File: src/wake_edge_map.vh
// register offsets, field positions and reset values of the wake edge block
`ifndef WAKE_EDGE_MAP_VH
`define WAKE_EDGE_MAP_VH
`define WE_OFF_SELECT      4'h0
`define WE_OFF_STATUS      4'h4
`define WE_OFF_MASK        4'h8
`define WE_OFF_LEVEL       4'hC
`define WE_PIN_COUNT       6
`define WE_SEL_RESERVED    2'h3
`define WE_SEL_RESET       6'h00
`define WE_STATUS_RESET    6'h00
`define WE_MASK_RESET      6'h00
`define WE_PIN_IDLE        6'h3F
`define WE_RESP_OKAY       2'h0
`define WE_RESP_SLVERR     2'h2
`endif

File: src/edge_detect_bit.v
// one wake pin: two stage synchroniser and selectable edge pulse
`timescale 1ns/1ps
module edge_detect_bit (
   // clock and reset
   input  wire aclk,
   input  wire aresetn,
   // pin and selection
   input  wire pin_in,
   input  wire rising_sel,
   // detected edge, one cycle
   output reg  edge_pulse_r
);
   reg sync1_r;
   reg sync2_r;
   reg prev_r;
   reg edge_pulse_nxt;

   // pulse when the settled level moves the chosen way
   always @* begin
      if (rising_sel) begin
         edge_pulse_nxt = sync2_r & ~prev_r;
      end else begin
         edge_pulse_nxt = ~sync2_r & prev_r;
      end
   end

   // synchroniser, previous sample and pulse register; idle level is high
   always @(posedge aclk) begin
      if (!aresetn) begin
         sync1_r      <= 1'b1;
         sync2_r      <= 1'b1;
         prev_r       <= 1'b1;
         edge_pulse_r <= 1'b0;
      end else begin
         sync1_r      <= pin_in;
         sync2_r      <= sync1_r;
         prev_r       <= sync2_r;
         edge_pulse_r <= edge_pulse_nxt;
      end
   end
endmodule // edge_detect_bit

File: src/wake_pin_edge_select.v
// wake pin edge select register, edge detectors, status, mask and interrupt
//
// How it works
// - the select register picks the interrupt edge for each of six wake pins
// - bits 7 and 6 of the select register ignore writes and read one
// - bit 4 picks pin 4 edge; zero falling at reset, one rising
// - bit 3 picks pin 3 edge; zero falling at reset, one rising
// - bit 2 picks pin 2 edge; zero falling at reset, one rising
// - bit 1 picks pin 1 edge; zero falling at reset, one rising
// - bit 0 picks pin 0 edge; zero falling at reset, one rising
//
// The AXI4-Lite slave port and the register addresses are this design's own decisions.
`timescale 1ns/1ps
`include "wake_edge_map.vh"
module wake_pin_edge_select (
   // clock and reset
   input  wire        aclk,
   input  wire        aresetn,
   // axi4-lite write address
   input  wire [3:0]  s_axi_awaddr,
   input  wire        s_axi_awvalid,
   output reg         s_axi_awready,
   // axi4-lite write data
   input  wire [31:0] s_axi_wdata,
   input  wire [3:0]  s_axi_wstrb,
   input  wire        s_axi_wvalid,
   output reg         s_axi_wready,
   // axi4-lite write response
   output reg  [1:0]  s_axi_bresp,
   output reg         s_axi_bvalid,
   input  wire        s_axi_bready,
   // axi4-lite read address
   input  wire [3:0]  s_axi_araddr,
   input  wire        s_axi_arvalid,
   output reg         s_axi_arready,
   // axi4-lite read data
   output reg  [31:0] s_axi_rdata,
   output reg  [1:0]  s_axi_rresp,
   output reg         s_axi_rvalid,
   input  wire        s_axi_rready,
   // wake pins, pin 0 to pin 5, one input each
   input  wire        wake_in_0,
   input  wire        wake_in_1,
   input  wire        wake_in_2,
   input  wire        wake_in_3,
   input  wire        wake_in_4,
   input  wire        wake_in_5,
   // per pin request pulses and combined interrupt
   output wire [5:0]  wake_req,
   output reg         irq_r
);
   // ****************************************************************
   // registers and write path state
   // ****************************************************************
   reg  [5:0]  wake_edge_select_r;
   reg  [5:0]  status_r;
   reg  [5:0]  status_nxt;
   reg  [5:0]  mask_r;
   reg  [3:0]  aw_addr_r;
   reg         aw_have_r;
   reg  [31:0] w_data_r;
   reg  [3:0]  w_strb_r;
   reg         w_have_r;
   reg  [31:0] rdata_nxt;
   reg  [1:0]  rresp_nxt;
   wire [5:0]  pins;
   wire [5:0]  edge_hit;
   wire        wr_fire;
   wire        rd_fire;

   assign pins     = {wake_in_5, wake_in_4, wake_in_3, wake_in_2, wake_in_1, wake_in_0};
   assign wake_req = edge_hit; // each bit is a detector flip-flop

   // ****************************************************************
   // one detector per pin, edge chosen by its select bit
   // ****************************************************************
   genvar gi;
   generate
      for (gi = 0; gi < `WE_PIN_COUNT; gi = gi + 1) begin : g_pin
         edge_detect_bit u_det (
            .aclk         (aclk),
            .aresetn      (aresetn),
            .pin_in       (pins[gi]),
            .rising_sel   (wake_edge_select_r[gi]),
            .edge_pulse_r (edge_hit[gi])
         );
      end
   endgenerate

   // ****************************************************************
   // axi4-lite write channel
   // ****************************************************************
   assign wr_fire = aw_have_r & w_have_r & ~s_axi_bvalid;

   // capture address and data in either order, answer when both held
   always @(posedge aclk) begin
      if (!aresetn) begin
         s_axi_awready <= 1'b1;
         s_axi_wready  <= 1'b1;
         aw_have_r     <= 1'b0;
         w_have_r      <= 1'b0;
         aw_addr_r     <= 4'h0;
         w_data_r      <= 32'h00000000;
         w_strb_r      <= 4'h0;
         s_axi_bvalid  <= 1'b0;
         s_axi_bresp   <= `WE_RESP_OKAY;
      end else begin
         if (s_axi_awvalid && s_axi_awready) begin
            aw_addr_r     <= s_axi_awaddr;
            aw_have_r     <= 1'b1;
            s_axi_awready <= 1'b0;
         end
         if (s_axi_wvalid && s_axi_wready) begin
            w_data_r     <= s_axi_wdata;
            w_strb_r     <= s_axi_wstrb;
            w_have_r     <= 1'b1;
            s_axi_wready <= 1'b0;
         end
         if (wr_fire) begin
            aw_have_r    <= 1'b0;
            w_have_r     <= 1'b0;
            s_axi_bvalid <= 1'b1;
            if (aw_addr_r == `WE_OFF_LEVEL) begin
               s_axi_bresp <= `WE_RESP_SLVERR; // level register is read only
            end else begin
               s_axi_bresp <= `WE_RESP_OKAY;
            end
         end
         if (s_axi_bvalid && s_axi_bready) begin
            s_axi_bvalid  <= 1'b0;
            s_axi_awready <= 1'b1;
            s_axi_wready  <= 1'b1;
         end
      end
   end

   // select and mask registers; only byte lane 0 holds bits
   always @(posedge aclk) begin
      if (!aresetn) begin
         wake_edge_select_r <= `WE_SEL_RESET;
         mask_r             <= `WE_MASK_RESET;
      end else if (wr_fire && w_strb_r[0]) begin
         if (aw_addr_r == `WE_OFF_SELECT) begin
            wake_edge_select_r <= w_data_r[5:0];
         end
         if (aw_addr_r == `WE_OFF_MASK) begin
            mask_r <= w_data_r[5:0];
         end
      end
   end

   // ****************************************************************
   // axi4-lite read channel
   // ****************************************************************
   assign rd_fire = s_axi_arvalid & s_axi_arready;

   // read mux; reserved select bits read one, unmapped gives slverr
   always @* begin
      rdata_nxt = 32'h00000000;
      rresp_nxt = `WE_RESP_OKAY;
      case (s_axi_araddr)
         `WE_OFF_SELECT: rdata_nxt = {24'h000000, `WE_SEL_RESERVED, wake_edge_select_r};
         `WE_OFF_STATUS: rdata_nxt = {26'h0000000, status_r};
         `WE_OFF_MASK:   rdata_nxt = {26'h0000000, mask_r};
         `WE_OFF_LEVEL:  rdata_nxt = {26'h0000000, pins};
         default:        rresp_nxt = `WE_RESP_SLVERR;
      endcase
   end

   // one read at a time; address taken, data one cycle later
   always @(posedge aclk) begin
      if (!aresetn) begin
         s_axi_arready <= 1'b1;
         s_axi_rvalid  <= 1'b0;
         s_axi_rdata   <= 32'h00000000;
         s_axi_rresp   <= `WE_RESP_OKAY;
      end else begin
         if (rd_fire) begin
            s_axi_arready <= 1'b0;
            s_axi_rvalid  <= 1'b1;
            s_axi_rdata   <= rdata_nxt;
            s_axi_rresp   <= rresp_nxt;
         end
         if (s_axi_rvalid && s_axi_rready) begin
            s_axi_rvalid  <= 1'b0;
            s_axi_arready <= 1'b1;
         end
      end
   end

   // ****************************************************************
   // sticky status, clear on read, masked interrupt
   // ****************************************************************
   always @* begin
      status_nxt = status_r;
      if (rd_fire && s_axi_araddr == `WE_OFF_STATUS) begin
         status_nxt = `WE_STATUS_RESET;
      end
      status_nxt = status_nxt | edge_hit; // new edge wins over the clear
   end

   always @(posedge aclk) begin
      if (!aresetn) begin
         status_r <= `WE_STATUS_RESET;
         irq_r    <= 1'b0;
      end else begin
         status_r <= status_nxt;
         irq_r    <= |(status_nxt & mask_r);
      end
   end
endmodule // wake_pin_edge_select

File: config.mk
export PLATFORM = sky130hd
export DESIGN_NAME = wake_pin_edge_select
export DESIGN_NICKNAME = d
export VERILOG_FILES = /design/src/edge_detect_bit.v /design/src/wake_pin_edge_select.v
export VERILOG_INCLUDE_DIRS = /design/src
export SDC_FILE = /design/constraint.sdc
export NUM_CORES = 1
export LEC_CHECK = 0
export ABC_AREA = 1
export BUFFER_PORTS_ARGS = -buffer_cell sky130_fd_sc_hd__buf_2
export CAP_MARGIN = 5
export CORE_ASPECT_RATIO = 1.1
export CORE_MARGIN = 5
export CORE_UTILIZATION = 53
export CTS_CLUSTER_DIAMETER = 80
export DETAILED_ROUTE_END_ITERATION = 10
export HOLD_SLACK_MARGIN = 0.08
export PLACE_DENSITY = 0.81
export SYNTH_ARGS = -nofsm -noshare
export SYNTH_HDL_FRONTEND = slang
export SYNTH_HIERARCHICAL = 1
export SYNTH_SLANG_ARGS = --single-unit
File: constraint.sdc
create_clock -name aclk -period 2.4 [get_ports aclk]
set_input_delay 0.6 -clock aclk [delete_from_list [all_inputs] [get_ports aclk]]
set_output_delay 0.6 -clock aclk [all_outputs]
set_load 0.1 [all_outputs]
==> flow_summary.yaml, run 1 <==
min_path:
  hp-start: "g_pin[5].u_det/sync1_r"
  min_to: "g_pin[5].u_det/sync2_r"
  min_path_type: "flip-flop to flip-flop"
  min_path_cells: 1
placement:
  hpwl_um: 4190
  routabilityCongestion: 0.807
  io_buffer_count: 49
  dpl_cell_area_um2: 3110
layout:
  drive_gt1_share_pct: 17.8
  nFillCells: 485
  area_delta_synth_final_pct: 15.4
  mostFrequentLayoutCells: "73 x nand2_1, 70 x dfxtp_1, 58 x inv_1, 49 x buf_2, 36 x o21ai_0"
  final_cell_area_um2: 3330
  antenna_cells: 0
  layout_commonest_cell: "nand2_1"
  nNetsFinal: 495
global_route:
  overflow: 0
  grt_pass1_vias: 2179
  grt_pass1_wl_um: 9600
  grt_usage_pct: 17.6
  antenna_found_initial: 0
  grt_max_degree: 38
routing:
  via_per_inst: 4.59
  drc: 0
  ant_nets: 0
  num_vias: 2380
  wl_per_cell_um: 11.2
  drt_wl_total_um: 5800
  first_pass_iters: 4
  drt_iter0_drc: 146
floorplanning:
  chipHeight_um: 87.4
  start_util_pct: 54.2
  rows: 28
  die_w_um: 80.4
  ios: 105
  dieArea_um2: 7020
  core_area_um2: 5330
timing:
  fin_worst_skew_ns: 0.00717
  rsz0062_at_grt: "false"
  tightest_slew_ns: 0.500
  fin_crit_sh_pct: 73.1
  max-slew-margin-rel_pct: 66.5
  setup_tns_ns: 0
  period_minus_slack_ns: 1.75
  fmax_mhz: 570
  hold_viol_final: 0
  drv_slew: 0
  setup_viol: 0
worst_setup_path:
  cp_top_family: "buffers and inverters"
  rrSetupSlack_ns: 0.97
  path_cells: "buf_2"
  cp_max_fo: 2
  r2r_end: "irq_r"
  critical_path.slowest_cell: "buf_2"
  r2r-start: "s_axi_arready"
  slowest_delay_ns: 0.45
  end_kind: "output pin"
  cp-start-kind: "flip-flop"
  cp_data_required_time_ns: 1.80
  reg2regPathDepth: 9
  critPathBufInv: 1
  arrival_ns: 1.15
  worstSetupPathType: "flip-flop to output pin"
power_and_ir_drop:
  power.density_nw_per_um2: 817
  peakVddDrop_mv: 0.481
  power_leakage_nw: 1.63
synth:
  synth-seq-cells: 70
  syn_inst: 383
  synth_cell_types: 23
  yosys_warnings: 6
  syn_area_per_cell_um2: 7.54
  netlist_area_um2: 2890
  seq_area_frac_synth_pct: 48.5
clock_network:
  clk_path_buf_depth: 2
  cts_tree: "done"
  postCtsHoldBufs: 0
  clk_pin_slew_ns: 0.07
  root_buffer: "clkbuf_8"
  clk_latency_ns: 0.34
  cts_setup_buffers: 0
  cts_made_buffers: 9
  cts.sinks: 70
  post_cts_resized: 0
  htree_levels: 3
job:
  maxCapViolations: 0
outcome:
  status: "complete, no violations"
[report_power, final]
group | switching (W) | leakage [nW] | internal [W]
logic | 0.000393 | 0.949 | 0.0000711
clock network | 0.000422 | 0.109 | 0.000594
registers | 0.0000287 | 0.573 | 0.00121
total | 0.000844 | 1.63 | 0.00188
[worst max path at each step]
stage	start	to	slack, ns	cells after the start
after floorplan	s_axi_arready	irq_r	0.33	9
after global placement	s_axi_araddr[1]	s_axi_rdata[5]	0.63	6
after detailed placement	s_axi_araddr[1]	s_axi_rdata[2]	0.59	6
after CTS	g_pin[0].u_det/edge_pulse_r	wake_req[0]	0.64	1
after global routing	s_axi_wready	s_axi_wready	0.60	1
final	g_pin[0].u_det/edge_pulse_r	wake_req[0]	0.65	1
[cell type report]
cell class	count	area, um2	area share (%)
flip-flops and latches	70	1400	42.1
multi-input cells	246	1130	33.8
repair buffers	52	268	8.04
inverters	59	221	6.65
clock buffers	14	183	5.48
well taps	75	93.8	2.82
clock inverters	2	37.5	1.13
[stage by stage]
step | hold slack, ns | instances | power, W | setup slack [ns] | utilization (%)
floorplan | 0.386 | 408 | 0.00169 | 0.332 | -
global placement | 0.388 | 502 | 0.00172 | 0.626 | 58.4
detailed placement | 0.393 | 502 | 0.00173 | 0.586 | 58.4
CTS | 0.411 | 518 | 0.00274 | 0.639 | 62.5
global route | 0.433 | 518 | 0.00283 | 0.596 | 62.5
finish | 0.410 | 518 | 0.00272 | 0.646 | 62.5
[kinds of logic (layout without fill, tap and decap cells)]
logic type             count (synthesis)  in the layout  synth area share (%)
AND/OR/NAND/NOR                      143            143                  22.1
buffers and inverters                 92            127                  15.7
AO/OA/AOI/OAI                         77             77                  13.5
flip-flops                            70             70                  48.5
other                                  1             26                 0.130
[Yosys cell counts]
| master | count | area share, % |
|---|---|---|
| a21boi_0 | 1 | 0.26 |
| a21oi_1 | 33 | 5.7 |
| buf_1 | 1 | 0.13 |
| buf_2 | 2 | 0.35 |
| buf_4 | 28 | 7.3 |
| clkbuf_1 | 2 | 0.26 |
| clkinv_1 | 1 | 0.13 |
| conb_1 | 1 | 0.13 |
| dfxtp_1 | 70 | 49 |
| inv_1 | 58 | 7.5 |
| nand2_1 | 73 | 9.5 |
| nand3_1 | 8 | 1.4 |
| nand3_2 | 3 | 1.0 |
| nor2_1 | 35 | 4.6 |
| nor2_2 | 6 | 1.3 |
| nor2_4 | 2 | 0.78 |
| nor3_1 | 2 | 0.35 |
| nor3_2 | 1 | 0.35 |
| nor3b_1 | 1 | 0.26 |
| o21a_1 | 1 | 0.26 |
| o21ai_0 | 36 | 6.2 |
| o21ai_1 | 6 | 1.0 |
| or2_1 | 12 | 2.6 |
[state kept, by name (all words and copies together), names as in the netlist, 4 cells and up]
register	count
s_axi_rdata	7
g_pin.u_det/edge_pulse_r	6
g_pin.u_det/prev_r	6
g_pin.u_det/sync1_r	6
g_pin.u_det/sync2_r	6
mask_r	6
status_r	6
w_data_r	6
wake_edge_select_r	6
aw_addr_r	4
[routing by layer]
layer  up-vias  track usage (%)  wire length, um
met1      1051             22.2             2630
met4         0             8.29               97
met3        10             4.04              386
met5         -                0                0
li1       1242                -                -
met2        77             28.2             2680
Power figures use the tool's default switching activity.
==> run 2: changes to the inputs <==
CORE_UTILIZATION = 44   (was 53)
PLACE_DENSITY = 0.71   (was 0.81)
clock period = 1.4 ns   (was 2.4 ns; I/O delays follow)
==> run 2 against run 1 <==
  * Sequential cell count is the same
  * Non-clock buffer count increased by 10
  * Final cell count is 3.3% higher
  * Critical endpoint is now s_axi_bvalid
  * Largest cell class unchanged
==> flow_summary.yaml, run 2 (synthesized netlist as in run 1, its figures left out) <==
worst_setup_path:
  rrSetupSlack_ns: 0.14
  end_kind: "output pin"
  cp_max_fo: 2
  cp_data_required_time_ns: 1.05
  r2r-start: "s_axi_arready"
  worstSetupPathType: "flip-flop to output pin"
  arrival_ns: 0.98
  reg2regPathDepth: 9
  cp-start-kind: "flip-flop"
  r2r_end: "irq_r"
global_route:
  overflow: 0
  grt_pass1_vias: 2271
  grt_usage_pct: 15.6
  grt_max_degree: 23
  antenna_found_initial: 0
  grt_pass1_wl_um: 10000
job:
  maxCapViolations: 0
power_and_ir_drop:
  p_total_w: 0.00485
  power_leakage_nw: 1.76
  pwr-share-seq_pct: 44.2
  switching_share_pct: 30.8
  intPower_w: 0.00335
  peakVddDrop_mv: 0.733
  p_sw_w: 0.00149
  power.density_nw_per_um2: 1280
  p_comb_share_pct: 18.6
  clkPwrFrac_pct: 37.2
layout:
  drive_gt1_share_pct: 21.6
  layout_commonest_cell: "nand2_1"
  area_delta_synth_final_pct: 31.0
  fin_cells: 535
  mostFrequentLayoutCells: "71 x nand2_1, 65 x dfxtp_1, 58 x inv_1, 36 x o21ai_0, 34 x nor2_1"
  nFillCells: 571
  regMostFlops: "s_axi_rdata"
  antenna_cells: 0
  nNetsFinal: 505
  largest_register_ffs: 7
clock_network:
  clk_latency_ns: 0.35
  cts_tree: "done"
  cts_made_buffers: 9
  htree_levels: 3
  clk_path_buf_depth: 2
  cts.sinks: 70
  clk_pin_slew_ns: 0.08
  root_buffer: "clkbuf_8"
  postCtsHoldBufs: 0
  cts_setup_buffers: 0
routing:
  wl_per_cell_um: 11.3
  via_per_inst: 4.53
  drt_iter0_drc: 87
  num_vias: 2423
  drt_wl_total_um: 6040
  ant_nets: 0
  drc: 0
  first_pass_iters: 4
floorplanning:
  chipHeight_um: 95.0
  core_area_um2: 6480
  die_w_um: 87.2
  start_util_pct: 44.6
  rows: 31
  dieArea_um2: 8280
  ios: 105
placement:
  io_buffer_count: 49
  routabilityCongestion: 0.797
  dp_slack_ns: -0.0300
  dp.cells: 519
  hpwl_um: 4530
min_path:
  hp-start: "wake_in_4"
  min_to: "g_pin[4].u_det/sync1_r"
  min_path_type: "primary input to flip-flop"
  min_path_cells: 2
timing:
  drv_slew: 0
  fmax_mhz: 752
  timing.hold.ws_ns: 0.203
  fin_crit_sh_pct: 95.0
  rsz0062_at_grt: "false"
  setup_viol: 0
  fin_worst_skew_ns: 0.0130
  hold_viol_final: 0
  period_minus_slack_ns: 1.33
  fin_ws_ns: 0.0696
outcome:
  status: "complete, no violations"
run 2: cell type report:
type	count	area [um2]	area share (%)
clock buffer	11	141	3.74
clock inverter	5	83.8	2.22
inverter	59	221	5.86
multi-input combinational	246	1150	30.3
sequential	70	1410	37.4
tap	82	103	2.71
timing repair buffer	62	673	17.8
run 2: worst max path at each step:
stage	start	endpoint	slack [ns]	cells past startpoint
after floorplan	s_axi_arready	irq_r	-0.07	9
after global placement	s_axi_araddr[1]	irq_r	-0.04	9
after detailed placement	s_axi_araddr[1]	s_axi_rdata[3]	-0.03	6
after CTS	aw_addr_r[0]	mask_r[2]	0.02	6
after global routing	s_axi_arready	irq_r	0.009	9
final	s_axi_bvalid	s_axi_bvalid	0.07	2
run 2: critical path: stages, from the launching register on:
cell and delay (ns):
dfxtp_4 0.34, buf_4 0.14, buf_12 0.16
run 2: metal layers:
metal	vias up	part of all wire (%)	GRT usage (%)
met5	-	0	0
met4	0	1.9	8.31
met3	11	8.1	4.62
li1	1261	-	-
met2	82	47	24.8
met1	1069	43	19.0
run 2: timing repair:
action,CTS,global route
setup endpoints to repair,0,13
gates resized for setup,0,5
hold endpoints to repair,0,0
run 2: power groups by stage:
stage          Sequential, W  Combinational, W  Clock, W
6_report             0.00214          0.000902   0.00180
5_1_grt              0.00215          0.000955   0.00194
4_1_cts              0.00214          0.000899   0.00184
3_5_place_dp         0.00219          0.000896         0
3_3_place_gp         0.00218          0.000886         0
2_1_floorplan        0.00234          0.000558         0
run 2: through the flow:
step           TNS, ns  utilization [%]  area, um2
5_1_grt              0             58.4       3780
4_1_cts              0             58.1       3760
3_5_place_dp   -0.0566             54.6       3540
2_1_floorplan  -0.0748                -       2990
6_report             0             58.4       3780
3_3_place_gp   -0.0389             54.6       3540
